### src/logic/drs_pkg.sv
// shared constants and types for the display rail fault supervisor
package drs_pkg;

   localparam int unsigned CLK_PERIOD_NS       = 10;
   localparam int unsigned NS_PER_US           = 1000;

   // timing figures in microseconds
   localparam int unsigned PERSIST_US          = 1000;
   localparam int unsigned POS_REG_DEADLINE_US = 10000;
   localparam int unsigned NEG_ENABLE_DELAY_US = 10000;
   localparam int unsigned NEG_REG_DEADLINE_US = 12500;

   // least times, rounded up to whole cycles
   localparam int unsigned PERSIST_CYC =
      (PERSIST_US * NS_PER_US + CLK_PERIOD_NS - 1) / CLK_PERIOD_NS;
   localparam int unsigned POS_REG_DEADLINE_CYC =
      (POS_REG_DEADLINE_US * NS_PER_US + CLK_PERIOD_NS - 1) / CLK_PERIOD_NS;
   localparam int unsigned NEG_ENABLE_DELAY_CYC =
      (NEG_ENABLE_DELAY_US * NS_PER_US + CLK_PERIOD_NS - 1) / CLK_PERIOD_NS;
   localparam int unsigned NEG_REG_DEADLINE_CYC =
      (NEG_REG_DEADLINE_US * NS_PER_US + CLK_PERIOD_NS - 1) / CLK_PERIOD_NS;

   localparam int unsigned CNT_W = 24;
   typedef logic [CNT_W-1:0] drs_cnt_t;

   // reset and saturation values
   localparam drs_cnt_t CNT_RST  = 24'h000000;
   localparam drs_cnt_t CNT_MAX  = 24'hffffff;
   localparam logic     FLAG_RST = 1'b0;

   // persistence timer slots
   localparam int unsigned PT_POS_OC   = 0;
   localparam int unsigned PT_ANA_OC   = 1;
   localparam int unsigned PT_ANA_LOW  = 2;
   localparam int unsigned PT_POS_LOW  = 3;
   localparam int unsigned PT_NEG_HIGH = 4;
   localparam int unsigned PT_NUM      = 5;

   typedef enum logic [2:0] {
      DRS_IDLE,
      DRS_POS_START,
      DRS_NEG_START,
      DRS_RUN,
      DRS_SHUT_ALL,
      DRS_PANEL_OFF
   } drs_seq_e;

endpackage

### src/logic/drs_persist_timer.sv
// persistence timer: flags a condition that has held for LIMIT cycles
`timescale 1ns/1ns
`default_nettype none
module drs_persist_timer #(
   parameter drs_pkg::drs_cnt_t LIMIT = drs_pkg::drs_cnt_t'(drs_pkg::PERSIST_CYC)
) (
   input  wire logic clk,
   input  wire logic resetn,
   input  wire logic cond,
   input  wire logic clear,
   output var  logic expired
);

   drs_pkg::drs_cnt_t cnt_q;
   drs_pkg::drs_cnt_t cnt_d;
   logic              exp_q;
   logic              exp_d;

   always_comb begin
      // any gap in the condition restarts the count
      if (clear || !cond) begin
         cnt_d = drs_pkg::CNT_RST;
      end else if (cnt_q != LIMIT) begin
         cnt_d = drs_pkg::drs_cnt_t'(cnt_q + 1'b1);
      end else begin
         cnt_d = cnt_q;
      end
      exp_d = (cnt_d == LIMIT);
   end

   always_ff @(posedge clk) begin
      if (!resetn) begin
         cnt_q <= drs_pkg::CNT_RST;
         exp_q <= drs_pkg::FLAG_RST;
      end else begin
         cnt_q <= cnt_d;
         exp_q <= exp_d;
      end
   end

   assign expired = exp_q;

endmodule
`default_nettype wire

### src/logic/drs_supervisor.sv
// fault supervisor and start-up sequencer for three display supply rails
//
// Notes on behaviour
// - input near positive rail: keep its high-side switch off, body diode rectifies
// - positive rail overcurrent for 1ms latches, shuts all; cleared by control low or reset
// - analog rail overcurrent for 1ms latches shutdown; released by enable toggle or reset
// - positive rail not in regulation 10ms after control rise: shut all outputs
// - negative rail not regulated 12.5ms after its enable, 22.5ms total: shut all
// - negative rail above 250mV at its enable: shut panel rails, analog keeps running
// - analog rail at or below 90 percent for 1ms with ctrl high: shut all outputs
// - positive rail at or below 80 percent for 1ms once both panel rails are up: shut all outputs
// - negative rail above 600mV for 1ms once both panel rails are up: shut all outputs
// - over thermal trip shut down; restart automatically once 25C cooler
`timescale 1ns/1ns
`default_nettype none
module drs_supervisor #(
   parameter int unsigned PERSIST_CYC          = drs_pkg::PERSIST_CYC,
   parameter int unsigned POS_REG_DEADLINE_CYC = drs_pkg::POS_REG_DEADLINE_CYC,
   parameter int unsigned NEG_ENABLE_DELAY_CYC = drs_pkg::NEG_ENABLE_DELAY_CYC,
   parameter int unsigned NEG_REG_DEADLINE_CYC = drs_pkg::NEG_REG_DEADLINE_CYC
) (
   input  wire logic clk,
   input  wire logic resetn,
   input  wire logic ctrl,
   input  wire logic ana_rail_enable,
   input  wire logic vin_near_pos_rail,
   input  wire logic pos_overcurrent,
   input  wire logic ana_overcurrent,
   input  wire logic pos_in_regulation,
   input  wire logic neg_in_regulation,
   input  wire logic pos_below_80pct,
   input  wire logic ana_below_90pct,
   input  wire logic negative_panel_rail_above_600mv,
   input  wire logic negative_panel_rail_above_250mv,
   input  wire logic short_check_enable,
   input  wire logic temp_over_thermal_trip_threshold,
   input  wire logic temp_below_restart_threshold,
   output var  logic pos_rail_enable,
   output var  logic negative_panel_rail_enable,
   output var  logic ana_rail_on,
   output var  logic high_side_switch_enable,
   output var  logic diode_mode,
   output var  logic pos_overcurrent_trip,
   output var  logic ana_overcurrent_trip,
   output var  logic all_rails_shutdown,
   output var  logic panel_rails_shutdown,
   output var  logic thermal_shutdown
);

   localparam drs_pkg::drs_cnt_t PERSIST_LIM = drs_pkg::drs_cnt_t'(PERSIST_CYC);
   localparam drs_pkg::drs_cnt_t POS_DL_LIM  = drs_pkg::drs_cnt_t'(POS_REG_DEADLINE_CYC);
   localparam drs_pkg::drs_cnt_t NEG_EN_LIM  = drs_pkg::drs_cnt_t'(NEG_ENABLE_DELAY_CYC);
   localparam drs_pkg::drs_cnt_t NEG_DL_LIM  =
      drs_pkg::drs_cnt_t'(NEG_ENABLE_DELAY_CYC + NEG_REG_DEADLINE_CYC);

   ////////////////////////////////////////////////////////////////////////////
   // state

   drs_pkg::drs_seq_e seq_q;
   drs_pkg::drs_seq_e seq_d;
   drs_pkg::drs_cnt_t seq_cnt_q;
   drs_pkg::drs_cnt_t seq_cnt_d;
   logic              pos_ok_q;
   logic              pos_ok_d;
   logic              pos_oct_q;
   logic              pos_oct_d;
   logic              ana_oct_q;
   logic              ana_oct_d;

   logic              pos_en_q;
   logic              pos_en_d;
   logic              neg_en_q;
   logic              neg_en_d;
   logic              ana_on_q;
   logic              ana_on_d;
   logic              hs_en_q;
   logic              hs_en_d;
   logic              diode_q;
   logic              diode_d;
   logic              all_shut_q;
   logic              all_shut_d;
   logic              panel_shut_q;
   logic              panel_shut_d;
   logic              therm_q;
   logic              therm_d;

   logic              hot;
   logic              active;
   logic              run_fault;
   logic              pos_seen;
   logic              pos_late;
   logic              neg_due;
   logic              neg_late;
   logic              short_hit;
   logic              ana_trip;
   logic [drs_pkg::PT_NUM-1:0] pt_cond;
   logic [drs_pkg::PT_NUM-1:0] pt_clear;
   logic [drs_pkg::PT_NUM-1:0] pt_exp;

   ////////////////////////////////////////////////////////////////////////////
   // persistence timers

   always_comb begin
      pt_cond                       = '0;
      pt_clear                      = '0;
      pt_cond[drs_pkg::PT_POS_OC]   = pos_overcurrent;
      pt_clear[drs_pkg::PT_POS_OC]  = !pos_en_q;
      pt_cond[drs_pkg::PT_ANA_OC]   = ana_overcurrent;
      pt_clear[drs_pkg::PT_ANA_OC]  = !ana_on_q;
      pt_cond[drs_pkg::PT_ANA_LOW]  = ana_below_90pct;
      pt_clear[drs_pkg::PT_ANA_LOW] = !ana_on_q;
      pt_cond[drs_pkg::PT_POS_LOW]  = pos_below_80pct;
      // only watched once both panel rails are up, not while ramping
      pt_clear[drs_pkg::PT_POS_LOW] = (seq_q != drs_pkg::DRS_RUN);
      pt_cond[drs_pkg::PT_NEG_HIGH] = negative_panel_rail_above_600mv;
      pt_clear[drs_pkg::PT_NEG_HIGH] = (seq_q != drs_pkg::DRS_RUN);
   end

   genvar gi;
   generate
      for (gi = 0; gi < drs_pkg::PT_NUM; gi = gi + 1) begin : g_pt
         drs_persist_timer #(
            .LIMIT   (PERSIST_LIM)
         ) u_pt (
            .clk     (clk),
            .resetn  (resetn),
            .cond    (pt_cond[gi]),
            .clear   (pt_clear[gi]),
            .expired (pt_exp[gi])
         );
      end
   endgenerate

   drs_thermal_guard u_therm (
      .clk         (clk),
      .resetn      (resetn),
      .over_upper  (temp_over_thermal_trip_threshold),
      .below_lower (temp_below_restart_threshold),
      .hot         (hot)
   );

   ////////////////////////////////////////////////////////////////////////////
   // analog overcurrent latch

   assign ana_trip = pt_exp[drs_pkg::PT_ANA_OC];

   always_comb begin
      // released by its own enable, independent of ctrl
      if (!ana_rail_enable) begin
         ana_oct_d = 1'b0;
      end else if (ana_trip) begin
         ana_oct_d = 1'b1;
      end else begin
         ana_oct_d = ana_oct_q;
      end
   end

   always_ff @(posedge clk) begin
      if (!resetn) begin
         ana_oct_q <= drs_pkg::FLAG_RST;
      end else begin
         ana_oct_q <= ana_oct_d;
      end
   end

   ////////////////////////////////////////////////////////////////////////////
   // sequencer

   assign active = (seq_q == drs_pkg::DRS_POS_START) || (seq_q == drs_pkg::DRS_NEG_START) ||
                   (seq_q == drs_pkg::DRS_RUN) || (seq_q == drs_pkg::DRS_PANEL_OFF);

   assign run_fault = (seq_q == drs_pkg::DRS_RUN) &&
                      (pt_exp[drs_pkg::PT_POS_LOW] || pt_exp[drs_pkg::PT_NEG_HIGH]);

   // windows end one count early so the move lands on the edge that closes them
   assign pos_seen  = pos_ok_q || pos_in_regulation;
   assign pos_late  = (seq_cnt_q >= POS_DL_LIM - 1'b1) && !pos_seen;
   assign neg_due   = (seq_cnt_q >= NEG_EN_LIM - 1'b1);
   assign neg_late  = (seq_cnt_q >= NEG_DL_LIM - 1'b1);
   // short check only matters on the edge that enables the negative rail
   assign short_hit = short_check_enable && negative_panel_rail_above_250mv;

   always_comb begin
      seq_d     = seq_q;
      seq_cnt_d = (seq_cnt_q == drs_pkg::CNT_MAX) ? seq_cnt_q : drs_pkg::drs_cnt_t'(seq_cnt_q + 1'b1);
      pos_ok_d  = pos_seen;
      pos_oct_d = pos_oct_q;

      if (!ctrl) begin
         seq_d     = drs_pkg::DRS_IDLE;
         pos_oct_d = 1'b0;
      end else if (active && pt_exp[drs_pkg::PT_POS_OC] && pos_en_q) begin
         seq_d     = drs_pkg::DRS_SHUT_ALL;
         pos_oct_d = 1'b1;
      end else if (active && pt_exp[drs_pkg::PT_ANA_LOW]) begin
         seq_d = drs_pkg::DRS_SHUT_ALL;
      end else if (run_fault) begin
         seq_d = drs_pkg::DRS_SHUT_ALL;
      end else if (active && (hot || ana_oct_d)) begin
         // thermal and analog trips are not ctrl latches: back to idle, resequence later
         seq_d = drs_pkg::DRS_IDLE;
      end else begin
         case (seq_q)
            drs_pkg::DRS_IDLE: begin
               if (!hot && !ana_oct_d) begin
                  seq_d     = drs_pkg::DRS_POS_START;
                  seq_cnt_d = drs_pkg::CNT_RST;
                  pos_ok_d  = 1'b0;
               end
            end
            drs_pkg::DRS_POS_START: begin
               if (pos_late) begin
                  seq_d = drs_pkg::DRS_SHUT_ALL;
               end else if (neg_due) begin
                  if (short_hit) begin
                     seq_d = drs_pkg::DRS_PANEL_OFF;
                  end else begin
                     seq_d = drs_pkg::DRS_NEG_START;
                  end
               end
            end
            drs_pkg::DRS_NEG_START: begin
               if (neg_in_regulation) begin
                  seq_d = drs_pkg::DRS_RUN;
               end else if (neg_late) begin
                  seq_d = drs_pkg::DRS_SHUT_ALL;
               end
            end
            drs_pkg::DRS_RUN: begin
               seq_d = drs_pkg::DRS_RUN;
            end
            drs_pkg::DRS_SHUT_ALL: begin
               seq_d = drs_pkg::DRS_SHUT_ALL;
            end
            drs_pkg::DRS_PANEL_OFF: begin
               seq_d = drs_pkg::DRS_PANEL_OFF;
            end
            default: begin
               seq_d = drs_pkg::DRS_IDLE;
            end
         endcase
      end
   end

   ////////////////////////////////////////////////////////////////////////////
   // outputs

   always_comb begin
      pos_en_d = (seq_d == drs_pkg::DRS_POS_START) || (seq_d == drs_pkg::DRS_NEG_START) ||
                 (seq_d == drs_pkg::DRS_RUN);
      neg_en_d = (seq_d == drs_pkg::DRS_NEG_START) || (seq_d == drs_pkg::DRS_RUN);
      // panel-only shutdown leaves the analog rail alone
      ana_on_d = ana_rail_enable && !ana_oct_d && !hot &&
                 (seq_d != drs_pkg::DRS_SHUT_ALL);
      diode_d  = pos_en_d && vin_near_pos_rail;
      hs_en_d  = pos_en_d && !vin_near_pos_rail;
      all_shut_d   = (seq_d == drs_pkg::DRS_SHUT_ALL);
      panel_shut_d = (seq_d == drs_pkg::DRS_PANEL_OFF);
      therm_d      = hot;
   end

   always_ff @(posedge clk) begin
      if (!resetn) begin
         seq_q        <= drs_pkg::DRS_IDLE;
         seq_cnt_q    <= drs_pkg::CNT_RST;
         pos_ok_q     <= drs_pkg::FLAG_RST;
         pos_oct_q    <= drs_pkg::FLAG_RST;
         pos_en_q     <= drs_pkg::FLAG_RST;
         neg_en_q     <= drs_pkg::FLAG_RST;
         ana_on_q     <= drs_pkg::FLAG_RST;
         hs_en_q      <= drs_pkg::FLAG_RST;
         diode_q      <= drs_pkg::FLAG_RST;
         all_shut_q   <= drs_pkg::FLAG_RST;
         panel_shut_q <= drs_pkg::FLAG_RST;
         therm_q      <= drs_pkg::FLAG_RST;
      end else begin
         seq_q        <= seq_d;
         seq_cnt_q    <= seq_cnt_d;
         pos_ok_q     <= pos_ok_d;
         pos_oct_q    <= pos_oct_d;
         pos_en_q     <= pos_en_d;
         neg_en_q     <= neg_en_d;
         ana_on_q     <= ana_on_d;
         hs_en_q      <= hs_en_d;
         diode_q      <= diode_d;
         all_shut_q   <= all_shut_d;
         panel_shut_q <= panel_shut_d;
         therm_q      <= therm_d;
      end
   end

   assign pos_rail_enable            = pos_en_q;
   assign negative_panel_rail_enable = neg_en_q;
   assign ana_rail_on                = ana_on_q;
   assign high_side_switch_enable    = hs_en_q;
   assign diode_mode                 = diode_q;
   assign pos_overcurrent_trip       = pos_oct_q;
   assign ana_overcurrent_trip       = ana_oct_q;
   assign all_rails_shutdown         = all_shut_q;
   assign panel_rails_shutdown       = panel_shut_q;
   assign thermal_shutdown           = therm_q;

endmodule
`default_nettype wire

### src/logic/drs_thermal_guard.sv
// die temperature hysteresis between upper trip and lower restart levels
`timescale 1ns/1ns
`default_nettype none
module drs_thermal_guard (
   input  wire logic clk,
   input  wire logic resetn,
   input  wire logic over_upper,
   input  wire logic below_lower,
   output var  logic hot
);

   logic hot_q;
   logic hot_d;

   always_comb begin
      // the band between the two levels keeps the last decision
      if (hot_q) begin
         hot_d = !below_lower;
      end else begin
         hot_d = over_upper;
      end
   end

   always_ff @(posedge clk) begin
      if (!resetn) begin
         hot_q <= drs_pkg::FLAG_RST;
      end else begin
         hot_q <= hot_d;
      end
   end

   assign hot = hot_q;

endmodule
`default_nettype wire

### config.mk
export PLATFORM = sky130hd
export DESIGN_NAME = drs_supervisor
export DESIGN_NICKNAME = d
export VERILOG_FILES = /design/src/logic/drs_pkg.sv /design/src/logic/drs_persist_timer.sv /design/src/logic/drs_supervisor.sv /design/src/logic/drs_thermal_guard.sv
export SDC_FILE = /design/constraint.sdc
export NUM_CORES = 1
export LEC_CHECK = 0
export BUFFER_PORTS_ARGS = -buffer_cell sky130_fd_sc_hd__buf_2
export CORE_ASPECT_RATIO = 1.2
export CORE_MARGIN = 1.5
export CORE_UTILIZATION = 35
export DETAILED_ROUTE_END_ITERATION = 8
export HOLD_SLACK_MARGIN = 0.03
export PLACE_DENSITY_LB_ADDON = 0.12
export SETUP_SLACK_MARGIN = 0.1
export SLEW_MARGIN = 0
export SYNTH_ARGS = -nofsm -noshare
export SYNTH_HDL_FRONTEND = slang
export SYNTH_HIERARCHICAL = 1
export SYNTH_SLANG_ARGS = --single-unit
### constraint.sdc
create_clock -name clk -period 3.1 [get_ports clk]
set_input_delay 0.31 -clock clk [delete_from_list [all_inputs] [get_ports clk]]
set_output_delay 0.31 -clock clk [all_outputs]
set_load 0.01 [all_outputs]
-- Word-level counts from Yosys, hierarchy flattened
Index checks and enable logic that the tools add are counted.
- bits of input ports: 16
- bits in read-only memories: 0
- bits in latches: 0
- output and inout port bits: 10
- logic and storage cells: 136
- flip-flop bits (word level): 164
- bits in writable memories: 0
- memories: 0
- add/sub/neg operators: 6
- eq/ne operators: 23
- reductions and logical operators: 41
- $lt $le $gt $ge: 2
- shifts and indexed selects: 0
- $mul: 0
- muxes and demuxes: 40
- divide/modulo/power cells: 0
- bitwise operators: 0
- operators with widths (kind ; number):
    $mux W24 ; 18
    $add A24 B1 Y24 const B ; 6
    $eq A24 B17 Y1 const B ; 5
    $ne A24 B17 Y1 const B ; 5
    $mux W3 ; 11
    $eq A24 B24 Y1 const B ; 1
    $ge A24 B20 Y1 const B ; 1
    $ge A24 B22 Y1 const B ; 1
    $pmux W3 S6 ; 1
    $logic_or A1 B1 Y1 ; 14
    $logic_and A1 B1 Y1 ; 13
    $eq A3 B2 Y1 const B ; 4
    $eq A3 B3 Y1 const B ; 4
    $logic_not A1 Y1 ; 12
    $mux W1 ; 10
    $eq A3 B1 Y1 const B ; 2
    $logic_not A3 Y1 ; 1
    $ne A3 B2 Y1 const B ; 1
    $ne A3 B3 Y1 const B ; 1
    $reduce_and A2 Y1 ; 1

-- Depth between registers and ports, before layout
Gate-level depths: netlist (run 1).
- depth in word-level cells: 15
- gate-level depth with buffers: 9

-- By module
The synthesis (run 1) kept the hierarchy.
- modules (own cells, without submodules) (module ; cells each ; area an instance (µm²) ; instances):
    drs_persist_timer ; 174 ; 1472.7 ; 5
    drs_supervisor ; 226 ; 1901.8 ; 1
    drs_thermal_guard ; 4 ; 51.3 ; 1

-- Worst setup path after synthesis (run 1)
No wires, ideal clock.
- path type: reg2reg
- start: reg seq_cnt_q[0]
- end: reg seq_cnt_q[23]
- cell stages (with the launch flop): 10
- library setup time: 0.128 ns
- period minus slack after synthesis: 2.118 ns
- data arrival time: 1.990 ns
- data required time: 2.972 ns
- path slack: 0.982 ns
- cell sequence: dfxtp_1 > ha_1 > nand3_1 > or3_1 > o31ai_1 > or4_1 > buf_2 > nor3_1 > xnor2_1 > nor2_1
- word-level cells in the longest chain between the ends: 9
- elaborated cells between the ends (all ways): 10
- ends and longest elaborated chain (element ; line ; source):
    start: declaration ; drs_supervisor.sv:61 ; drs_pkg::drs_cnt_t seq_cnt_q;
    start signal: assignment ; drs_supervisor.sv:265 ; seq_cnt_q <= drs_pkg::CNT_RST;
    start signal: assignment ; drs_supervisor.sv:278 ; seq_cnt_q <= seq_cnt_d;
    $add A24 B1 Y24 / $eq A24 B24 Y1 (equally long branches) ; drs_supervisor.sv:185 ; seq_cnt_d = (seq_cnt_q == drs_pkg::CNT_MAX) ? seq_cnt_q : drs_pkg::drs_cnt_t'(seq_cnt_q + 1'b1);
    $mux W24 * ; drs_supervisor.sv:185 ;
    $mux W24 ; drs_supervisor.sv:205 ; if (!hot && !ana_oct_d) begin
    $mux W24 ; drs_supervisor.sv:203 ; case (seq_q)
    $mux W24 ; drs_supervisor.sv:199 ; end else if (active && (hot || ana_oct_d)) begin
    $mux W24 ; drs_supervisor.sv:197 ; end else if (run_fault) begin
    $mux W24 ; drs_supervisor.sv:195 ; end else if (active && pt_exp[drs_pkg::PT_ANA_LOW]) begin
    $mux W24 ; drs_supervisor.sv:192 ; end else if (active && pt_exp[drs_pkg::PT_POS_OC] && pos_en_q) begin
    $mux W24 * ; drs_supervisor.sv:189 ; if (!ctrl) begin
Mark *: on every way between the ends. The rest lies on a longest branch, timed or not.
A chain may end at the register's enable or synchronous reset.

-- Worst setup path in the final report (run 1)
- start: reg seq_cnt_q[0]
- end: reg ana_on_q (netlist: ana_rail_on)
- word-level cells in the longest chain between the ends: 11
- elaborated cells between the ends (all ways): 15
- ends and longest elaborated chain (element ; line ; source):
    $ge A24 B22 Y1 / $ge A24 B20 Y1 (equally long branches) ; drs_supervisor.sv:179, drs_supervisor.sv:177, drs_supervisor.sv:178 ;
    $mux W3, or another cell as far along ; drs_supervisor.sv:225 ; end else if (neg_late) begin
    $mux W3, on equally long branches ; drs_supervisor.sv:223, drs_supervisor.sv:212 ;
    $pmux W3 S6 * ; drs_supervisor.sv:203 ;
    $mux W3 * ; drs_supervisor.sv:199 ;
    $mux W3 * ; drs_supervisor.sv:197 ;
    $mux W3 * ; drs_supervisor.sv:195 ;
    $mux W3 * ; drs_supervisor.sv:192 ;
    $mux W3 * ; drs_supervisor.sv:189 ;
    $ne A3 B3 Y1 * ; drs_supervisor.sv:254 ; (seq_d != drs_pkg::DRS_SHUT_ALL);
    $logic_and A1 B1 Y1 * ; drs_supervisor.sv:253 ; ana_on_d = ana_rail_enable && !ana_oct_d && !hot &&
    end signal: assignment ; drs_supervisor.sv:270 ; ana_on_q <= drs_pkg::FLAG_RST;
    end signal: assignment ; drs_supervisor.sv:283 ; ana_on_q <= ana_on_d;
    end: declaration ; drs_supervisor.sv:74 ; logic ana_on_q;
Marks and branches as above.

==> flow_summary.ini, run 1 <==
[run_status]
status = finished clean

[placed_design]
port_buffers = 25
dp.final_hpwl_mm = 16.25
gp_congestion = 0.7884

[routing]
vias_per_cell = 5.352
ant_nets = 0
drt-wirelength-per-cell_um = 15.31
routed_wl_mm = 22.12
drt_iter0_markers = 482
drc = 0
vias = 7734
firstDrtPassIters = 5

[setup_path]
r2r_cells = 8
start_kind = flop
critical_path.cell_chain = ha_1 -> and3_2 -> a311oi_1 -> o211ai_1 -> a21oi_1 -> a21o_2 -> o211ai_2 -> a2111oi_2
endpoint_kind = flop
rr_endpoint = ana_rail_on
worst-path-max-fanout = 4
r2r_start = seq_cnt_q[0]
worst_path_max_delay_cell = a311oi_1
worst_path_largest_cell_delay_ns = 0.48
r2r_slack_ns = 0.68
cp-startpoint = seq_cnt_q[0]
cp.required_ns = 3.43
setup.worst_path.class = flop to flop
cp.depth = 8
arrival_ns = 2.75
path_buf_inv = 0
endpoint = ana_rail_on
critical_path.top_delay_family = compound AO/OA/AOI/OAI gates

[pwr]
ir_worst_vdd_uv = 210.7
power_leakage_nw = 3.389
powerDensity_nw_per_um2 = 416.8

[clock_network]
clock_latency_ns = 0.44
postCtsHoldBufs = 1
cts_setup_buffers = 0
tritoncts = yes
ctsRootBufferMaster = clkbuf_16
cts_buffer_depth = 2
cts_resized = 0
clkTransAtPathRegs_ns = 0.07
cts_sinks = 164
cts_made_buffers = 17
cts.htree.levels = 4

[yosys]
ys_top_cells_by_area = dfxtp_1 (35%), nor2_1 (6.4%), xnor2_1 (5.8%)
synth-edff-count = 0
yosysMostFrequentCell = dfxtp_1
synthDistinctLibCells = 71
syn-cell-area_um2 = 9316
seq_area_frac_synth = 0.3524
synth_top_area_cell = dfxtp_1
ys_warn_count = 6
avgSynthCellArea_um2 = 8.469
ys_ff_latch = 164
synthTopCellsByCount = dfxtp_1 (164), nor2_1 (160), xnor2_1 (62)
synthArstFlopShare = 0
synthCells = 1100
synth_top_area_frac = 0.3524
synth.net_count = 1127
synth_ff_type = dfxtp_1

[layout]
drive_gt1_frac = 0.1226
fin_util = 0.3893
nNetsFinal = 1123
area_growth_pct = 9.764

[sta]
tightestPinTransition_ns = 0.6087
final_max_slew_viol_count = 0
post-route-period-util = 0.7806
fmax_mhz = 413.2
max_slew_margin = 0.5932
grt_setup_unrepaired = false
setup_violations = 0
finalClockSkew_ns = 0.01012
finalSetupTns_ns = 0
final_hold_viol_count = 0
finalCriticalPeriod_ns = 2.420

[global_routing]
grt_max_degree = 25
grt_overflow_total = 0
grtUsageTotal = 0.1646
grt_pass1_wl_mm = 37.27
antenna_found_initial = 1
first_global_vias = 7275

[floorplan]
start_util = 0.3547
pin_count = 26
core_um2 = 26270
dieArea_um2 = 27610
die_w_um = 151.9
num_rows = 65
die_h_um = 181.7

[run]
cap_violations = 0

[min_path]
hold_class = input port to flop
[how the worst min path moves through the flow]
stage,depth (start not counted),end,start
floorplan,1,high_side_switch_enable,vin_near_pos_rail
global placement,2,high_side_switch_enable,vin_near_pos_rail
detailed placement,2,high_side_switch_enable,vin_near_pos_rail
CTS,3,u_therm/hot,temp_over_thermal_trip_threshold
global route,3,u_therm/hot,temp_over_thermal_trip_threshold
finish,3,u_therm/hot,temp_over_thermal_trip_threshold
[layout by cell type (no fill, tap or decap), types with 7 or more instances in the layout]
cell type  synthesis  final
a21oi_1           37     37
a31oi_1           11     11
and3_1            30     30
and4_1            21     21
buf_2             17     25
buf_4              5      7
clkbuf_16          0     17
dfxtp_1          164    164
ha_1              11     11
inv_1             30     30
mux2i_1           13     13
nand2_1           46     46
nand2b_1           9      9
nand3_1           58     58
nand3b_1          12     12
nand4_1           54     54
nor2_1           160    160
nor2b_1           12     12
nor3_1            31     31
nor4_1            21     21
nor4_2            15     15
o21ai_0           23     23
o21ai_1           16     16
o31a_1            10     10
o31ai_1            7      7
or3_1             17     17
or4_1              7      7
xnor2_1           62     62
xor2_1            58     58
[sequential cells by signal, indices dropped and copies added, names as in the netlist, 3 cells and up]
register / flops
seq_q: 3
g_pt.u_pt/expired: 5
seq_cnt_q: 24
g_pt.u_pt/cnt_q: 120
[logic make-up (layout without fill, tap and decap cells)]
family                     after synthesis  count (layout)  share of synthesized area
DFF                                    164             164                     0.3524
and+or+nand+nor                        558             558                     0.3562
AOI/OAI and AO/OA                      143             143                     0.1013
adders and majority gates               11              11                    0.01477
other                                    0               1                          0
buffers and inverters                   86              95                    0.03989
muxes                                   13              13                    0.01397
xor gates and xnor gates               125             125                     0.1215
[through the flow]
step	instance area [µm²]	power, mW	cells	hold slack [ns]	setup slack (ns)
6_report	10230	4.262	1445	0.1351	0.6801
5_1_grt	10220	4.437	1444	0.1335	0.4540
4_1_cts	10220	4.349	1444	0.1127	0.6548
3_5_place_dp	9654	2.274	1411	0.4844	0.6770
3_3_place_gp	9654	2.274	1411	0.4834	0.6780
2_1_floorplan	9316	2.228	1100	0.3816	0.9824
[metal layers]
layer  global-route usage  share of wire
met4              0.05709          0.016
met2               0.2662           0.47
met5                    0              0
met3              0.03246          0.029
met1               0.2182           0.49
[worst reg2reg max path, cell delays in order, from the launching register on]
cell	delay, ns
dfxtp_1	0.34
ha_1	0.24
and3_2	0.20
a311oi_1	0.48
o211ai_1	0.14
a21oi_1	0.26
a21o_2	0.20
o211ai_2	0.11
a2111oi_2	0.35
[power breakdown]
part	leakage, nW	total [mW]	internal [mW]	switching, mW
combinational	1.80	0.0981	0.0377	0.0604
sequential	1.32	2.13	2.12	0.0117
clock	0.265	2.04	1.11	0.921
total	3.39	4.26	3.27	0.994
[area by class of cell]
cell class                      instances  area, µm²
Fill cell                            2695      16040
Multi-Input combinational cell        850       5662
Sequential cell                       164       3283
Clock buffer                           18      429.2
Tap cell                              335      419.2
Timing Repair Buffer                   33      187.7
Clock inverter                         14      130.1
Inverter                               30      112.6
Antenna cell                            1      2.502
Power figures use the tool's default switching activity.
==> inputs of run 2 (changes only) <==
Clock period 3.1 ns to 1.9 ns, I/O delays scaled along.
==> run 2 against run 1 <==
  * The flow now finishes with violations (negative setup slack)
  * Total power increased by 71%
  * Non-clock buffer count is 331 higher
  * Routed wire length grew 19%
  * Via count grew 16%
  * Sequential cell count is the same
  * Sequential share of layout area down 7.4 points
  * First-iteration DRC count decreased by 34%
  * Global-route usage up 2.8 points
  * Combinational power up 130%
  * Core utilization is 14 points higher
  * Critical path type unchanged
  * Critical endpoint is now all_rails_shutdown
==> flow_summary.ini, run 2 (same netlist as run 1, synthesis figures left out) <==
[placed_design]
pre_cts_slack_ns = -0.3536
gp_congestion = 0.8391
place_area_um2 = 12120
dp.final_hpwl_mm = 19.25
port_buffers = 25

[routing]
drt_iter0_markers = 317
drt-wirelength-per-cell_um = 14.85
routed_wl_mm = 26.39
firstDrtPassIters = 5
drc = 0
vias = 8988
vias_per_cell = 5.058
ant_nets = 0

[pwr]
clkPwrFrac = 0.495
p_int_mw = 5.666
ir_worst_vdd_uv = 477.9
power_leakage_nw = 5.279
powerDensity_nw_per_um2 = 524.9
p_seq_frac = 0.473
finalPower_mw = 7.269
p_comb_frac = 0.031
p_switching_mw = 1.603
swShare = 0.2205

[sta]
max_slew_margin = 0.7535
finalSetupTns_ns = -2.780
fmax_mhz = 454.6
final_max_slew_viol_count = 0
tightestPinTransition_ns = 0.3697
post-route-period-util = 1.158
setup_slack_ns = -0.2999
final_hold_viol_count = 0
setup_violations = 22
grt_setup_unrepaired = true
finalClockSkew_ns = 0.009370
finalCriticalPeriod_ns = 2.200

[run_status]
violations = negative setup slack
status = finished with violations

[setup_path]
setup.worst_path.class = flop to flop
arrival_ns = 2.57
r2r_start = seq_cnt_q[13]
endpoint_kind = flop
start_kind = flop
cp.required_ns = 2.27
cp-startpoint = seq_cnt_q[13]
worst-path-max-fanout = 2

[global_routing]
grt_use_met1 = 0.2330
grtUsageTotal = 0.1924
first_global_vias = 8956
grt_busiest_layer = met2
grtUsageMet2 = 0.3399
grt_max_degree = 26
grt_overflow_total = 0
met3_usage = 0.02959
grt_pass1_wl_mm = 43.70
antenna_found_initial = 3

[layout]
regMostFlops = g_pt.u_pt/cnt_q
nNetsFinal = 1454
final_cell_mix = buf_4 (306), nor2_1 (152), dfxtp_1 (100), xor2_1 (57), nand4_1 (54)
stdcell_area_um2 = 13850
area_growth_pct = 48.63
drive_gt1_frac = 0.4451
largest_register_ffs = 120
final_common_cell = buf_4

[clock_network]
cts.htree.levels = 4
cts_sinks = 164
cts_buffer_depth = 2
cts_made_buffers = 17
ctsRootBufferMaster = clkbuf_16
clkTransAtPathRegs_ns = 0.06
clock_latency_ns = 0.43
tritoncts = yes

[run]
cap_violations = 0

[floorplan]
start_util = 0.3547
dieArea_um2 = 27610
die_h_um = 181.7
pin_count = 26
core_um2 = 26270
num_rows = 65
die_w_um = 151.9

[min_path]
hold_class = input port to flop
min_from = temp_over_thermal_trip_threshold
run 2: cell count changes in the layout (fill, tap and decap cells not counted), sizes merged, moves of 2 or more:
cell / before / now
clkbuf: 18 / 20
inv: 34 / 30
bufinv: 1 / 3
buf: 32 / 362
run 2: layer usage:
metal	vias up	share of wire
met5	-	0.00049
met4	2	0.025
met3	40	0.024
met2	131	0.50
met1	4201	0.45
li1	4614	-
run 2: per-stage QoR:
| stage | hold slack, ns | util | instances |
|---|---|---|---|
| 3_3_place_gp | 0.3598 | 0.4613 | 1703 |
| 6_report | 0.06136 | 0.5271 | 1777 |
| 3_5_place_dp | 0.3605 | 0.4613 | 1703 |
| 5_1_grt | 0.04341 | 0.5271 | 1777 |
| 2_1_floorplan | 0.2616 | - | 1100 |
| 4_1_cts | 0.03855 | 0.5106 | 1763 |
run 2: critical path, stage by stage, from the launching register on:
cell and delay, ns:
dfxtp_2 0.32, or4_4 0.52, nand4b_1 0.22, o211ai_1 0.23
a21oi_2 0.10, a21o_2 0.24, buf_6 0.12, o211ai_4 0.19
and3_4 0.20
run 2: worst paths after layout:
path / endpoint / slack (ns) / cells after the start
worst min-delay path: u_therm/hot / 0.06 / 3
worst max register to register: all_rails_shutdown / -0.30 / 8
worst max-delay path: all_rails_shutdown / -0.30 / 8
worst min register to register: pos_ok_q / 0.48 / 2
run 2: power by group through the flow:
stage	Combinational (mW)	Sequential [mW]	Clock [mW]
after floorplan	0.0918	3.55	0
after global placement	0.203	3.55	0
after detailed placement	0.206	3.55	0
after CTS	0.223	3.45	3.73
after global routing	0.250	3.44	3.87
final	0.229	3.44	3.60
run 2: final cells by class:
type	count	area [µm²]
Fill cell	2478	12420
Multi-Input combinational cell	850	6479
Sequential cell	164	3416
Timing Repair Buffer	364	2804
Clock buffer	20	456.7
Tap cell	335	419.2
Clock inverter	12	155.1
Inverter	30	112.6
Antenna cell	2	5.005
run 2: what timing repair did:
item / 4_1_cts / 5_1_grt
gates resized for setup: 123 / 82
endpoints found under the hold margin: 3 / 0
buffers inserted: 27 / 14
endpoints found under the setup margin: 58 / 59
pin swaps: 57 / 25
hold buffers: 2 / 0
==> inputs of run 3 (changes only) <==
Settings changed: ABC_AREA set to 1, CORE_UTILIZATION 35 to 55.
Clock period 1.9 ns to 2.46 ns, I/O delays scaled along.
==> run 3 against run 2 <==
  * Total power decreased by 20%
  * Clock skew increased by 0.0012 ns
  * The flow now finishes without violations
  * Critical path type unchanged
  * Final area decreased by 15%
  * Core utilization increased by 9.5 points
  * Count of clock-buffer cells in the layout increased by 3
  * Largest cell class unchanged
==> flow_summary.ini, run 3 <==
[layout]
stdcell_area_um2 = 11770
final_common_cell = nand2_1
regMostFlops = g_pt.u_pt/cnt_q
nNetsFinal = 1803
antenna_cells = 0
area_growth_pct = 10.43
final_cell_mix = nand2_1 (392), nor2_1 (376), inv_1 (215), nand3_1 (174), dfxtp_1 (164)
drive_gt1_frac = 0.1264
largest_register_ffs = 120

[yosys]
syn-cell-area_um2 = 10660
synthTopCellsByCount = nand2_1 (392), nor2_1 (376), inv_1 (215)
synthCells = 1740
synth_top_area_frac = 0.3081
synth-edff-count = 0
synthArstFlopShare = 0
synth.net_count = 1767
synth_top_area_cell = dfxtp_1
synthDistinctLibCells = 42
avgSynthCellArea_um2 = 6.124
ys_top_cells_by_area = dfxtp_1 (31%), nand2_1 (14%), nor2_1 (13%)
synth_ff_type = dfxtp_1
yosysMostFrequentCell = nand2_1
ys_ff_latch = 164
seq_area_frac_synth = 0.3081
ys_warn_count = 6

[clock_network]
tritoncts = yes
cts.htree.levels = 4
cts_sinks = 164
cts_resized = 0
cts_buffer_depth = 2
clock_latency_ns = 0.43
cts_made_buffers = 17
clkTransAtPathRegs_ns = 0.06
ctsRootBufferMaster = clkbuf_16

[floorplan]
die_w_um = 130.1
start_util = 0.5631
num_rows = 55
core_um2 = 18920
die_h_um = 155.5
pin_count = 26
dieArea_um2 = 20220

[global_routing]
antenna_found_initial = 0
grtUsageTotal = 0.2864
grt_max_degree = 25
grt_overflow_total = 0
first_global_vias = 10270
grt_pass1_wl_mm = 46.43

[routing]
ant_nets = 0
drc = 0
drt_iter0_markers = 589
firstDrtPassIters = 5
vias_per_cell = 5.321
drt-wirelength-per-cell_um = 13.61
vias = 10880
routed_wl_mm = 27.81

[placed_design]
dp.final_hpwl_mm = 21.43
port_buffers = 25
gp_congestion = 0.9695
place_area_um2 = 11100

[setup_path]
arrival_ns = 2.34
r2r_start = seq_q[1]
rr_endpoint = g_pt[3].u_pt/expired
endpoint_kind = flop
cp.required_ns = 2.79
setup.worst_path.class = flop to flop
worst-path-max-fanout = 12
start_kind = flop
cp-startpoint = seq_q[1]
endpoint = g_pt[3].u_pt/expired
r2r_slack_ns = 0.45
r2r_cells = 14

[sta]
fmax_mhz = 496.9
finalClockSkew_ns = 0.01059
hold_slack_ns = 0.05857
final_max_slew_viol_count = 0
finalCriticalPeriod_ns = 2.012
grt_setup_unrepaired = false
finalSetupTns_ns = 0
final_hold_viol_count = 0
setup_violations = 0
tightestPinTransition_ns = 0.7980
post-route-period-util = 0.8181
max_slew_margin = 0.4674

[pwr]
power_leakage_nw = 4.737
ir_worst_vdd_uv = 517.8
powerDensity_nw_per_um2 = 497.0

[run_status]
status = finished clean

[run]
cap_violations = 0

[min_path]
hold_class = input port to flop
==> run 3: metal layers <==
metal	vias up	part of all wire	GRT usage
met2	294	0.50	0.5216
met1	4882	0.42	0.3189
met3	78	0.042	0.04574
li1	5622	-	-
met5	-	0	0
met4	0	0.041	0.1386
==> run 3: critical path, stage by stage, from the launching register on <==
cell     delay, ns
dfxtp_1       0.39
inv_2         0.07
nor2_2        0.14
inv_2         0.06
nor2_1        0.11
inv_1         0.12
nor2_4        0.24
buf_4         0.23
o21ai_0       0.14
nor2_1        0.12
nor2_1        0.06
nand3_1       0.09
nor2_1        0.05
nand3_1       0.06
nor2_1        0.04
==> run 3: cells by family (layout without fill, tap and decap cells) <==
group | Yosys count | count (layout) | synth area share
compound gates | 109 | 109 | 0.05953
simple gates | 1173 | 1173 | 0.5097
buf+inv | 263 | 311 | 0.09334
xor+xnor | 20 | 20 | 0.01644
flops | 164 | 164 | 0.3081
fa+ha+maj | 11 | 11 | 0.01292
==> run 3: through the flow <==
stage,instances,utilization,power [mW],setup slack [ns]
6_report,2044,0.6218,5.848,0.4476
3_3_place_gp,2012,0.5864,2.916,0.4545
5_1_grt,2044,0.6218,6.024,0.2117
4_1_cts,2044,0.6218,5.888,0.4585
3_5_place_dp,2012,0.5864,2.917,0.4997
2_1_floorplan,1740,-,2.849,0.7364
==> run 3: final cells by class <==
type                            count  area [µm²]
Sequential cell                   164        3283
Clock inverter                      8       171.4
Clock buffer                       23       488.0
Fill cell                        1822        7157
Timing Repair Buffer               36       210.2
Tap cell                          256       320.3
Multi-Input combinational cell   1313        6379
Inverter                          244       915.9
==> run 3: power breakdown <==
group	internal [mW]	leakage, nW	switching, mW
registers	2.67	1.32	0.00930
clock network	1.91	0.319	1.08
logic	0.0492	3.10	0.132
==> run 3: worst min path at each step <==
stage                                      from                 endpoint  slack, ns  cells past startpoint
3_5_place_dp                  vin_near_pos_rail  high_side_switch_enable       0.43                      2
2_1_floorplan                 vin_near_pos_rail  high_side_switch_enable       0.32                      1
4_1_cts        temp_over_thermal_trip_threshold              u_therm/hot       0.06                      3
6_report       temp_over_thermal_trip_threshold              u_therm/hot       0.06                      3
3_3_place_gp                  vin_near_pos_rail  high_side_switch_enable       0.42                      2
5_1_grt        temp_over_thermal_trip_threshold              u_therm/hot       0.06                      3
==> run 3: repair_timing <==
item / in CTS / in global routing
buffers inserted: 0 / 0
setup endpoints to repair: 0 / 0
hold endpoints to repair: 1 / 0
hold buffers: 1 / 0
